### src/design/light_readout_pkg.sv
// Constants, register map and types shared by the light level readout.
package light_readout_pkg;

   // ==========================================================
   // Clock and refresh timing
   localparam int CLK_FREQ_KHZ = 50000;
   localparam int REFRESH_TIME_MS = 80;
   localparam int REFRESH_CYCLES = REFRESH_TIME_MS * CLK_FREQ_KHZ;

   // ==========================================================
   // Result and code widths
   localparam int NUM_SENSORS = 2;
   localparam int RESULT_W = 13;
   localparam int LSB_W = 8;
   localparam int MSB_W = RESULT_W - LSB_W;
   localparam int CODE_W = 8;
   localparam int ADDR_W = 8;
   localparam int DEV_ADDR_W = 7;
   localparam int BIT_CNT_W = 3;

   // ==========================================================
   // Photocurrent scales in nanoamps
   localparam int DARK_STEP_NA = 540;
   localparam int DARK_FULL_NA = 137700;
   // One result count equals one dark code step.
   localparam int RESULT_STEP_NA = DARK_STEP_NA;
   localparam int OFFICE_STEP_NA = 4300;
   // Office codes are scaled by a shift; 4300 / 540 is close to 8.
   localparam int OFFICE_SHIFT = 3;

   // ==========================================================
   // Register offsets
   localparam logic [ADDR_W-1:0] ADDR_DARK_THRESHOLD = 8'h1F;
   localparam logic [ADDR_W-1:0] ADDR_DARK_HYSTERESIS = 8'h20;
   localparam logic [ADDR_W-1:0] ADDR_ONE_LOW = 8'h21;
   localparam logic [ADDR_W-1:0] ADDR_ONE_HIGH = 8'h22;
   localparam logic [ADDR_W-1:0] ADDR_TWO_LOW = 8'h23;
   localparam logic [ADDR_W-1:0] ADDR_TWO_HIGH = 8'h24;

   // ==========================================================
   // Reset and fill values
   localparam logic [CODE_W-1:0] DARK_THRESHOLD_RST = 8'h00;
   localparam logic [CODE_W-1:0] DARK_HYSTERESIS_RST = 8'h00;
   localparam logic [RESULT_W-1:0] RESULT_RST = 13'h0000;
   localparam logic [CODE_W-1:0] UNMAPPED_READ = 8'h00;
   localparam logic [2:0] HIGH_RESERVED = 3'h0;
   // Arbitrary neutral bus address.
   localparam logic [DEV_ADDR_W-1:0] DEVICE_ADDR_DEFAULT = 7'h2A;

   // ==========================================================
   // Types
   typedef enum logic [1:0] {
      LEVEL_DAYLIGHT,
      LEVEL_OFFICE,
      LEVEL_DARK
   } level_e;

   typedef enum logic [2:0] {
      PORT_IDLE,
      PORT_ADDR,
      PORT_ADDR_ACK,
      PORT_WRITE,
      PORT_WRITE_ACK,
      PORT_READ,
      PORT_READ_ACK
   } port_state_e;

endpackage

### src/design/ambient_light_level_readout.sv
// Dark-level comparator and light result registers behind a serial port.
//
// What this block does
// - Input below dark threshold selects dark level.
// - Dark threshold code: 0.54 uA per step.
// - Above threshold plus hysteresis returns to office.
// - Dark hysteresis uses same 0.54 uA scale.
// - Sensor one result: 13 bits, two registers.
// - Sensor two result in its own pair.
// - Low byte bits 7:0, high byte 12:8.
// - Enabled sensor results refresh every 80 ms.
// - Result registers are read-only; writes ignored.
// - Office threshold and hysteresis select office/daylight.
// - Dark decision overrides office decision.
// - Dark comparator acts only when enabled.
module ambient_light_level_readout #(
   parameter int REFRESH_CYCLES = light_readout_pkg::REFRESH_CYCLES,
   parameter logic [light_readout_pkg::DEV_ADDR_W-1:0] DEVICE_ADDR =
      light_readout_pkg::DEVICE_ADDR_DEFAULT
) (
   // Clock and reset
   input wire logic clk_i,
   input wire logic rst_i,
   // Serial register port
   input wire logic scl_i,
   input wire logic sda_i,
   output logic sda_o,
   output logic sda_oe_n_o,
   // Light sensor conversions
   input wire logic [light_readout_pkg::RESULT_W-1:0] first_light_input_i,
   input wire logic [light_readout_pkg::RESULT_W-1:0] second_light_input_i,
   input wire logic [light_readout_pkg::NUM_SENSORS-1:0] sensor_enable_i,
   // Comparator controls
   input wire logic [light_readout_pkg::NUM_SENSORS-1:0]
      dark_comparator_enable_i,
   input wire logic [light_readout_pkg::CODE_W-1:0] office_threshold_i,
   input wire logic [light_readout_pkg::CODE_W-1:0] office_hysteresis_i,
   // Level selects, one bit per sensor
   output logic [light_readout_pkg::NUM_SENSORS-1:0] daylight_mode_o,
   output logic [light_readout_pkg::NUM_SENSORS-1:0] office_mode_o,
   output logic [light_readout_pkg::NUM_SENSORS-1:0] dark_mode_o,
   output logic refresh_o
);

   // ==========================================================
   // Local sizes
   localparam int CNT_W = $clog2(REFRESH_CYCLES);
   localparam logic [CNT_W-1:0] CNT_LAST = CNT_W'(REFRESH_CYCLES - 1);
   localparam int RW = light_readout_pkg::RESULT_W;
   localparam int CW = light_readout_pkg::CODE_W;
   localparam int NS = light_readout_pkg::NUM_SENSORS;

   // ==========================================================
   // State
   typedef struct packed {
      logic [CW-1:0] dark_threshold;
      logic [CW-1:0] dark_hysteresis;
      logic [NS-1:0][RW-1:0] result;
      light_readout_pkg::level_e [NS-1:0] level;
      logic [CNT_W-1:0] refresh_cnt;
      logic refresh;
   } readout_s;

   readout_s s_r;
   readout_s s_nxt;

   logic [light_readout_pkg::ADDR_W-1:0] rd_addr;
   logic [CW-1:0] rd_data;
   logic wr;
   logic [light_readout_pkg::ADDR_W-1:0] wr_addr;
   logic [CW-1:0] wr_data;
   logic [NS-1:0][RW-1:0] live_input;

   assign live_input = {second_light_input_i, first_light_input_i};

   // ==========================================================
   // Level decision for one sensor
   // Both result and dark codes count in 0.54 uA steps, so they
   // compare directly; office codes are scaled up to that unit.
   function automatic light_readout_pkg::level_e next_level(
      input light_readout_pkg::level_e cur,
      input logic [RW-1:0] value,
      input logic [CW-1:0] dark_thr,
      input logic [CW-1:0] dark_hys,
      input logic dark_en,
      input logic [CW-1:0] office_thr,
      input logic [CW-1:0] office_hys
   );
      logic [RW-1:0] dark_trip;
      logic [RW-1:0] dark_release;
      logic [RW-1:0] office_trip;
      logic [RW-1:0] office_release;
      logic dark_low;
      logic dark_high;
      light_readout_pkg::level_e lvl;
      dark_trip = RW'(dark_thr);
      dark_release = RW'(dark_thr) + RW'(dark_hys);
      office_trip = RW'(office_thr) << light_readout_pkg::OFFICE_SHIFT;
      office_release = (RW'(office_thr) + RW'(office_hys))
         << light_readout_pkg::OFFICE_SHIFT;
      dark_low = dark_en && (value < dark_trip);
      dark_high = value > dark_release;
      lvl = cur;
      if (dark_low) begin
         // Dark wins over whatever the office comparator says.
         lvl = light_readout_pkg::LEVEL_DARK;
      end else if (cur == light_readout_pkg::LEVEL_DARK) begin
         // A disabled dark comparator cannot hold the dark level.
         if (dark_high || !dark_en) begin
            lvl = light_readout_pkg::LEVEL_OFFICE;
         end
      end else if (value < office_trip) begin
         lvl = light_readout_pkg::LEVEL_OFFICE;
      end else if (value > office_release) begin
         lvl = light_readout_pkg::LEVEL_DAYLIGHT;
      end
      return lvl;
   endfunction

   // ==========================================================
   // Register read decode
   function automatic logic [CW-1:0] read_reg(
      input logic [light_readout_pkg::ADDR_W-1:0] addr,
      input readout_s st
   );
      logic [CW-1:0] d;
      d = light_readout_pkg::UNMAPPED_READ;
      unique case (addr)
         light_readout_pkg::ADDR_DARK_THRESHOLD: begin
            d = st.dark_threshold;
         end
         light_readout_pkg::ADDR_DARK_HYSTERESIS: begin
            d = st.dark_hysteresis;
         end
         light_readout_pkg::ADDR_ONE_LOW: begin
            d = st.result[0][light_readout_pkg::LSB_W-1:0];
         end
         light_readout_pkg::ADDR_ONE_HIGH: begin
            d = {light_readout_pkg::HIGH_RESERVED,
               st.result[0][RW-1:light_readout_pkg::LSB_W]};
         end
         light_readout_pkg::ADDR_TWO_LOW: begin
            d = st.result[1][light_readout_pkg::LSB_W-1:0];
         end
         light_readout_pkg::ADDR_TWO_HIGH: begin
            d = {light_readout_pkg::HIGH_RESERVED,
               st.result[1][RW-1:light_readout_pkg::LSB_W]};
         end
         default: begin
            d = light_readout_pkg::UNMAPPED_READ;
         end
      endcase
      return d;
   endfunction

   assign rd_data = read_reg(rd_addr, s_r);

   // ==========================================================
   // Serial port
   serial_register_port #(
      .DEVICE_ADDR(DEVICE_ADDR)
   ) u_port (
      .clk_i(clk_i),
      .rst_i(rst_i),
      .scl_i(scl_i),
      .sda_i(sda_i),
      .sda_o(sda_o),
      .sda_oe_n_o(sda_oe_n_o),
      .rd_addr_o(rd_addr),
      .rd_data_i(rd_data),
      .wr_o(wr),
      .wr_addr_o(wr_addr),
      .wr_data_o(wr_data)
   );

   // ==========================================================
   // Next state
   always_comb begin
      s_nxt = s_r;
      s_nxt.refresh = 1'b0;
      // Only the two comparator settings accept writes; results and
      // unmapped offsets drop the byte silently.
      if (wr) begin
         unique case (wr_addr)
            light_readout_pkg::ADDR_DARK_THRESHOLD: begin
               s_nxt.dark_threshold = wr_data;
            end
            light_readout_pkg::ADDR_DARK_HYSTERESIS: begin
               s_nxt.dark_hysteresis = wr_data;
            end
            default: begin
               s_nxt.dark_threshold = s_r.dark_threshold;
            end
         endcase
      end
      if (s_r.refresh_cnt == CNT_LAST) begin
         s_nxt.refresh_cnt = '0;
         s_nxt.refresh = 1'b1;
      end else begin
         s_nxt.refresh_cnt = s_r.refresh_cnt + 1'b1;
      end
      // Results and levels move together on the refresh tick, so the
      // level always reflects the value software can read back.
      if (s_r.refresh) begin
         for (int i = 0; i < NS; i++) begin
            if (sensor_enable_i[i]) begin
               s_nxt.result[i] = live_input[i];
               s_nxt.level[i] = next_level(s_r.level[i], live_input[i],
                  s_r.dark_threshold, s_r.dark_hysteresis,
                  dark_comparator_enable_i[i], office_threshold_i,
                  office_hysteresis_i);
            end
         end
      end
   end

   always_ff @(posedge clk_i) begin
      if (rst_i) begin
         s_r <= '{dark_threshold: light_readout_pkg::DARK_THRESHOLD_RST,
            dark_hysteresis: light_readout_pkg::DARK_HYSTERESIS_RST,
            result: {NS{light_readout_pkg::RESULT_RST}},
            level: '{NS{light_readout_pkg::LEVEL_DAYLIGHT}},
            refresh_cnt: '0, refresh: 1'b0};
      end else begin
         s_r <= s_nxt;
      end
   end

   // ==========================================================
   // Outputs
   always_comb begin
      for (int i = 0; i < NS; i++) begin
         daylight_mode_o[i] =
            s_r.level[i] == light_readout_pkg::LEVEL_DAYLIGHT;
         office_mode_o[i] = s_r.level[i] == light_readout_pkg::LEVEL_OFFICE;
         dark_mode_o[i] = s_r.level[i] == light_readout_pkg::LEVEL_DARK;
      end
   end

   assign refresh_o = s_r.refresh;

endmodule

### src/design/serial_register_port.sv
// Two-wire serial slave giving byte access to a register space.
module serial_register_port #(
   parameter logic [light_readout_pkg::DEV_ADDR_W-1:0] DEVICE_ADDR =
      light_readout_pkg::DEVICE_ADDR_DEFAULT
) (
   // Clock and reset
   input wire logic clk_i,
   input wire logic rst_i,
   // Serial pins
   input wire logic scl_i,
   input wire logic sda_i,
   output logic sda_o,
   output logic sda_oe_n_o,
   // Register side
   output logic [light_readout_pkg::ADDR_W-1:0] rd_addr_o,
   input wire logic [light_readout_pkg::CODE_W-1:0] rd_data_i,
   output logic wr_o,
   output logic [light_readout_pkg::ADDR_W-1:0] wr_addr_o,
   output logic [light_readout_pkg::CODE_W-1:0] wr_data_o
);

   // ==========================================================
   // State
   typedef struct packed {
      logic scl_q;
      logic sda_q;
      light_readout_pkg::port_state_e state;
      logic [light_readout_pkg::BIT_CNT_W-1:0] bit_cnt;
      logic full;
      logic pointer_phase;
      logic rw;
      logic [light_readout_pkg::CODE_W-1:0] shift;
      logic [light_readout_pkg::ADDR_W-1:0] ptr;
      logic drive;
      logic wr;
      logic [light_readout_pkg::ADDR_W-1:0] wr_addr;
      logic [light_readout_pkg::CODE_W-1:0] wr_data;
   } port_s;

   port_s s_r;
   port_s s_nxt;
   logic scl_rise;
   logic scl_fall;
   logic start_seen;
   logic stop_seen;

   localparam logic [light_readout_pkg::BIT_CNT_W-1:0] LAST_BIT = 3'h7;

   assign scl_rise = scl_i && !s_r.scl_q;
   assign scl_fall = !scl_i && s_r.scl_q;
   assign start_seen = scl_i && s_r.scl_q && s_r.sda_q && !sda_i;
   assign stop_seen = scl_i && s_r.scl_q && !s_r.sda_q && sda_i;

   // ==========================================================
   // Protocol engine
   always_comb begin
      s_nxt = s_r;
      s_nxt.scl_q = scl_i;
      s_nxt.sda_q = sda_i;
      s_nxt.wr = 1'b0;
      if (start_seen) begin
         s_nxt.state = light_readout_pkg::PORT_ADDR;
         s_nxt.bit_cnt = '0;
         s_nxt.full = 1'b0;
         s_nxt.pointer_phase = 1'b1;
         s_nxt.drive = 1'b0;
      end else if (stop_seen) begin
         s_nxt.state = light_readout_pkg::PORT_IDLE;
         s_nxt.drive = 1'b0;
      end else if (scl_rise) begin
         unique case (s_r.state)
            light_readout_pkg::PORT_ADDR,
            light_readout_pkg::PORT_WRITE: begin
               s_nxt.shift = {s_r.shift[light_readout_pkg::CODE_W-2:0], sda_i};
               s_nxt.bit_cnt = s_r.bit_cnt + 1'b1;
               s_nxt.full = (s_r.bit_cnt == LAST_BIT);
            end
            light_readout_pkg::PORT_READ_ACK: begin
               // A not-acknowledge from the host ends the read burst.
               if (sda_i) begin
                  s_nxt.state = light_readout_pkg::PORT_IDLE;
               end
            end
            default: begin
            end
         endcase
      end else if (scl_fall) begin
         unique case (s_r.state)
            light_readout_pkg::PORT_ADDR: begin
               if (s_r.full) begin
                  s_nxt.full = 1'b0;
                  s_nxt.rw = s_r.shift[0];
                  if (s_r.shift[light_readout_pkg::CODE_W-1:1] == DEVICE_ADDR)
                  begin
                     s_nxt.state = light_readout_pkg::PORT_ADDR_ACK;
                     s_nxt.drive = 1'b1;
                  end else begin
                     s_nxt.state = light_readout_pkg::PORT_IDLE;
                  end
               end
            end
            light_readout_pkg::PORT_ADDR_ACK: begin
               s_nxt.bit_cnt = '0;
               if (s_r.rw) begin
                  s_nxt.state = light_readout_pkg::PORT_READ;
                  s_nxt.shift = rd_data_i;
                  s_nxt.drive = !rd_data_i[light_readout_pkg::CODE_W-1];
                  s_nxt.ptr = s_r.ptr + 1'b1;
               end else begin
                  s_nxt.state = light_readout_pkg::PORT_WRITE;
                  s_nxt.drive = 1'b0;
               end
            end
            light_readout_pkg::PORT_WRITE: begin
               if (s_r.full) begin
                  s_nxt.full = 1'b0;
                  s_nxt.state = light_readout_pkg::PORT_WRITE_ACK;
                  s_nxt.drive = 1'b1;
                  if (s_r.pointer_phase) begin
                     s_nxt.pointer_phase = 1'b0;
                     s_nxt.ptr = s_r.shift;
                  end else begin
                     s_nxt.wr = 1'b1;
                     s_nxt.wr_addr = s_r.ptr;
                     s_nxt.wr_data = s_r.shift;
                     s_nxt.ptr = s_r.ptr + 1'b1;
                  end
               end
            end
            light_readout_pkg::PORT_WRITE_ACK: begin
               s_nxt.state = light_readout_pkg::PORT_WRITE;
               s_nxt.drive = 1'b0;
            end
            light_readout_pkg::PORT_READ: begin
               s_nxt.bit_cnt = s_r.bit_cnt + 1'b1;
               s_nxt.shift = {s_r.shift[light_readout_pkg::CODE_W-2:0], 1'b0};
               if (s_r.bit_cnt == LAST_BIT) begin
                  s_nxt.state = light_readout_pkg::PORT_READ_ACK;
                  s_nxt.drive = 1'b0;
               end else begin
                  s_nxt.drive = !s_r.shift[light_readout_pkg::CODE_W-2];
               end
            end
            light_readout_pkg::PORT_READ_ACK: begin
               s_nxt.state = light_readout_pkg::PORT_READ;
               s_nxt.bit_cnt = '0;
               s_nxt.shift = rd_data_i;
               s_nxt.drive = !rd_data_i[light_readout_pkg::CODE_W-1];
               s_nxt.ptr = s_r.ptr + 1'b1;
            end
            default: begin
            end
         endcase
      end
   end

   always_ff @(posedge clk_i) begin
      if (rst_i) begin
         s_r <= '{scl_q: 1'b1, sda_q: 1'b1,
            state: light_readout_pkg::PORT_IDLE, default: '0};
      end else begin
         s_r <= s_nxt;
      end
   end

   assign sda_o = 1'b0;
   assign sda_oe_n_o = !s_r.drive;
   assign rd_addr_o = s_r.ptr;
   assign wr_o = s_r.wr;
   assign wr_addr_o = s_r.wr_addr;
   assign wr_data_o = s_r.wr_data;

endmodule

### config.mk
export PLATFORM = sky130hd
export DESIGN_NAME = ambient_light_level_readout
export DESIGN_NICKNAME = d
export VERILOG_FILES = /design/src/design/light_readout_pkg.sv /design/src/design/ambient_light_level_readout.sv /design/src/design/serial_register_port.sv
export SDC_FILE = /design/constraint.sdc
export NUM_CORES = 1
export LEC_CHECK = 0
export ABC_AREA = 0
export BUFFER_PORTS_ARGS = -buffer_cell sky130_fd_sc_hd__buf_2
export CELL_PAD_IN_SITES_DETAIL_PLACEMENT = 0
export CELL_PAD_IN_SITES_GLOBAL_PLACEMENT = 1
export CORE_MARGIN = 1.5
export CORE_UTILIZATION = 32
export CTS_CLUSTER_SIZE = 12
export DETAILED_ROUTE_END_ITERATION = 6
export PLACE_DENSITY = 0.66
export SLEW_MARGIN = 20
export SYNTH_ARGS = -nofsm -noshare
export SYNTH_HDL_FRONTEND = slang
export SYNTH_SLANG_ARGS = --single-unit
### constraint.sdc
create_clock -name clk_i -period 6.1 [get_ports clk_i]
set_input_delay 1.22 -clock clk_i [delete_from_list [all_inputs] [get_ports clk_i]]
set_output_delay 1.22 -clock clk_i [all_outputs]
set_load 0.03 [all_outputs]
-- Yosys cells after proc, flatten, opt, wreduce, memory -nomap -nowiden
Cells that the tools add are included.
- flip-flop bits (word level): 114
- logic and storage cells: 199
- add/sub/neg operators: 5
- magnitude comparators: 8
- eq/ne operators: 44
- muxes and demuxes: 59
- bitwise operators: 5
- reduce and logical (&&, ||, !) cells: 56
- operator list (cell ; number):
    26-bit 2-to-1 mux ; 7
    16-bit 2-to-1 mux ; 5
    8-bit by 6-bit equality test with 1-bit output, second input constant ; 6
    8-bit one-hot mux with 3 select lines ; 2
    8-bit one-hot mux with 6 select lines ; 1
    43-bit 2-to-1 mux ; 1
    17-bit 2-to-1 mux ; 2
    2-bit 2-to-1 mux ; 14
    7-bit AND reduction ; 4
    13-bit > comparator ; 2
    13-bit by 11-bit less-than comparator with 1-bit output ; 2
    13-bit by 8-bit less-than comparator with 1-bit output ; 2
    8-bit 2-to-1 mux ; 3
    22-bit by 1-bit adder with 22-bit output, second input constant ; 1
    22-bit equality test, second input constant ; 1
    22-bit 2-to-1 mux ; 1
    5-bit by 1-bit != test with 1-bit output, second input constant ; 4
    8-bit by 8-bit adder with 9-bit output ; 2
    3-bit 2-to-1 mux ; 6
    3-bit one-hot mux with 6 select lines ; 1
    6-bit AND reduction ; 3
    8-bit by 5-bit equality test with 1-bit output, second input constant ; 2
    4-bit AND reduction ; 4
    4-bit nonzero test ; 4
    other kinds (38) ; 97

-- Depth between registers and ports, before layout
- depth after elaboration: 13
- gate-level depth with buffers: 18
- mapped depth without buffers: 18

-- Cells and area by module
A second synthesis with hierarchy kept.
- cells, all modules: 986
- area total of the unflattened synthesis: 8007.7 sq um
- modules (own cells, without submodules) (module ; times used ; cells an instance ; area each (sq um) ; seq. area each (sq um)):
    ambient_light_level_readout ; 1 ; 645 ; 5321.4 ; 1381.3
    serial_register_port ; 1 ; 341 ; 2686.3 ; 900.9

-- Worst setup path after synthesis
Ideal clock, no wire load.
- kind: input to register
- start: in office_threshold_i[1] (netlist name)
- end: reg s_r[25] (netlist name)
- library setup time: 0.070 ns
- arrival: 3.878 ns
- slack: 2.151 ns
- stages on the path: 18
- path through: ha_1 -> a21o_1 -> a21oi_1 -> o21bai_1 -> a21oi_1 -> o21bai_1 -> a21oi_1 -> xor2_1 -> ha_1 -> a21o_1 -> a211o_1 -> a31oi_1 -> nor2_1 -> o31ai_1 -> o211ai_1 -> nand2_1 -> o211ai_1 -> a21oi_1
- longest elaborated chain between the ends: 4
- elaborated cells on any way between the ends: 8
- classes of those cells: add/sub: 1; order compare: 2; mux: 3; reduce/logical: 2
- ends and longest elaborated chain (element ; RTL line ; text):
    start: declaration ; ambient_light_level_readout.sv:36 ; input wire logic [light_readout_pkg::CODE_W-1:0] office_threshold_i,
    8-bit by 8-bit adder with 9-bit output or 13-bit by 11-bit less-than comparator with 1-bit output (tied branches) ; ambient_light_level_readout.sv:99, ambient_light_level_readout.sv:112 ;
    13-bit by 12-bit > comparator with 1-bit output or 2-bit 2-to-1 mux (tied branches) ; ambient_light_level_readout.sv:114, ambient_light_level_readout.sv:112 ;
    4-bit nonzero test (no line) or 2-bit 2-to-1 mux (tied branches) ; n/a ;
    4-bit AND reduction (no line) or 2-bit 2-to-1 mux (tied branches) ; n/a ;
    end signal: assignment ; ambient_light_level_readout.sv:219 ; s_r <= '{dark_threshold: light_readout_pkg::DARK_THRESHOLD_RST,
    end signal: assignment ; ambient_light_level_readout.sv:225 ; s_r <= s_nxt;
    end: declaration ; ambient_light_level_readout.sv:64 ; readout_s s_r;
Several ways; a longest one is shown, not always the timed one.
A chain may end at the register's enable or synchronous reset.

-- Worst setup path after layout
Ends and elaborated chain as after synthesis.

==> summary.txt <==
Outcome
  – Status: completed

STA
  – Worst-Margin Slew: about 0.89 ns
  – Fmax: roughly 250 MHz
  – Minimum clock period: a little under 4 ns
  – Final setup fails: 0
  – Final Skew: 0.01173 ns
  – Final Hold Vio Count: 0
  – RSZ-0062 raised after global routing: false
  – Post-route setup slack: approximately 2.1 ns
  – Setup TNS: 0 ns
  – Final Cycle Share: 0.6503
  – Final slew viol count: 0
  – Slew headroom: 0.4037

Global route
  – GRT overflow: 0
  – First-pass GRT wire length: between 30 and 40 mm
  – Vias in the first global route: between 6000 and 7000
  – Largest net degree at the start of global routing: 56
  – Initial antenna violation count: 0
  – Total GRT Usage: 0.1818

Yosys
  – Synth area leader: dfxtp_1
  – Top cell type's share of synthesized area: 0.3086
  – Count leader, synth: nand2_1
  – Sequential share of the synthesized area: 0.3086
  – Mean post-synth cell area: approximately 8.0 sq um
  – Primary FF master, synth: dfxtp_1
  – Synth cell count leaders: 125 x nand2_1, 114 x dfxtp_1, 109 x a21oi_1, 91 x nor2_1, 86 x ha_1
  – Syn_nets: between 1000 and 1500
  – Post-synth ARST share: 0
  – Top post-synthesis cells by area: dfxtp_1 31%, ha_1 15%, a21oi_1 7.4%
  – Number of synthesized register bits: approximately 110
  – Yosys cell types: 67
  – Yosys warns: 0
  – Mapped cell area: 7395 sq um
  – Cells after synthesis: just over 900
  – EDFF count, synth: 0

Power and ir drop
  – Power per cell area: ~240 nW/um^2
  – Worst vdd ir: around 0.22 mV
  – Total leakage power: ~0.0034 uW
  – Total power: around 2000 uW

Drt
  – WL/cell: about 16 microns
  – Detailed Route WL: ~21 mm
  – DRC viols: 0
  – Antenna viol nets, final: 0
  – Vias per Instance: between 5 and 6
  – Routed vias: around 6600
  – Drt first pass iters: 5
  – DRT iter0 DRCs: just over 400

Clock tree
  – Clk Latency, worst-skew pair: ~0.42 ns
  – Post-CTS setup buffers: 0
  – CTS tree: built
  – Clock root cell: clkbuf_16
  – Resized cells post-CTS: 0
  – # clock sinks: between 100 and 150
  – H-tree depth: 4
  – CTS hold repair buffers: 0
  – Clock Pin Slew Worst Setup and Hold Paths: 0.05 ns
  – Largest buffer count on any clock path: 2
  – CTS Buf Count: 17

Min path
  – Min-delay worst type: reg -> reg

Flow run
  – Max_cap viols: 0

Die
  – I/O pins: between 50 and 60
  – Die width: roughly 160 microns
  – Initial core utilization: 0.3266
  – Row cnt: 55
  – DIE AREA: roughly 24000 sq um
  – Die Ht: ~160 microns
  – Core Area: about 23000 sq um

Worst setup path
  – CP Data Required Time: about 6.4 ns
  – CP startpoint kind: primary input
  – Worst EP arrival: roughly 4.3 ns
  – Nature of the critical path endpoint: flip-flop
  – Crit Path Class: in -> reg
  – Crit-path max FO: 3

Place
  – Detailed Place HPWL: between 15 and 20 mm
  – # port buffers: between 50 and 60
  – Dpl ws: ~1.7 ns
  – Placer Congestion: between 0.8 and 0.9
  – Cells after DPL: between 1000 and 1500

Cells and area
  – Share of cells above drive strength 1: 0.1071
  – P&R area growth vs syn: 16.07%
  – NumNets Final: approximately 1100
  – Number of diodes: 0
  – Post-Layout Cell Count: roughly 1300
-- kinds of logic after synthesis --
family | Yosys count | synth area share
adder cells (fa/ha/maj) | 91 | 0.1553
flip-flops | 114 | 0.3086
multiplexers | 24 | 0.03333
XOR/XNOR | 38 | 0.04687
AND/OR/NAND/NOR | 351 | 0.2210
AO/OA/AOI/OAI | 226 | 0.1912
buffers and inverters | 84 | 0.04315
other | 1 | 0.0005071
-- worst max-delay path, cell delays in order --
cell and delay, ns:
buf_2 0.12, ha_1 0.28, a21o_1 0.15, a21oi_1 0.22
o21bai_1 0.09, a21oi_1 0.22, o21bai_1 0.09, a21oi_1 0.17
xor2_1 0.24, ha_1 0.30, a21o_1 0.17, a211o_1 0.31
a31oi_1 0.15, nor2_1 0.05, o31ai_1 0.08, o211ai_1 0.13
nand2_1 0.09, o211ai_1 0.08, a21oi_1 0.13
-- per-layer routing --
| metal | wire length, microns | share of wire | track usage | up-vias |
|---|---|---|---|---|
| li1 | - | - | - | 3392 |
| met5 | 0 | 0 | 0 | - |
| met2 | 9661 | 0.46 | 0.2943 | 87 |
| met4 | 180 | 0.0086 | 0.04716 | 0 |
| met3 | 728 | 0.035 | 0.03788 | 16 |
| met1 | 10330 | 0.49 | 0.2456 | 3085 |
-- layout by cell type, fill, tap and decap left out, drive strengths merged, types with 8 or more instances in the layout --
master / instances
nand2: 125
dfxtp: 114
a21oi: 110
nor2: 91
ha: 86
buf: 62
inv: 53
o21ai: 27
nand3: 25
xor2: 21
clkbuf: 21
mux2i: 19
nor3: 19
a21o: 17
xnor2: 16
a22oi: 16
nand2b: 15
nand4: 14
nor2b: 12
and3: 9
o21bai: 8
nor4: 8
-- flip-flops by register name (all words and copies together) (netlist names) --
| register | cells |
|---|---|
| u_port.wr_data_o | 8 |
| u_port.rd_addr_o | 8 |
| refresh_o | 1 |
| s_r | 68 |
| u_port.wr_o | 1 |
| u_port.s_r | 20 |
| u_port.wr_addr_o | 8 |
-- area by class of cell --
cell class / instances / area, sq um
clock inverters: 11 / 176.4
flip-flops and latches: 114 / 2282
inverters: 51 / 191.4
multi-input cells: 731 / 4803
fillers: 2366 / 14060
repair buffers: 62 / 322.8
well taps: 285 / 356.6
clock buffers: 21 / 450.4
-- final timing paths --
check	from	endpoint	slack, ns	depth (start not counted)
setup / recovery	office_threshold_i[1]	s_r[25]	2.13	19
hold / removal	s_r[48]	s_r[48]	0.45	2
hold reg to reg	s_r[48]	s_r[48]	0.45	2
setup reg to reg	s_r[61]	s_r[25]	2.79	13
-- report_power, final --
group          leakage (uW)  switching (uW)  total [uW]  internal [uW]
Combinational       0.00221             132         223           91.3
Clock              0.000302             359        1060            698
Sequential         0.000919            6.57         755            749
-- through the flow --
stage	util	hold slack, ns	instance area (sq um)
2_1_floorplan	-	0.4329	7395
3_3_place_gp	0.3514	0.4446	7956
3_5_place_dp	0.3514	0.4466	7956
4_1_cts	0.3791	0.4540	8583
5_1_grt	0.3791	0.4672	8583
6_report	0.3791	0.4519	8583
(Power assumes the default switching activity.)
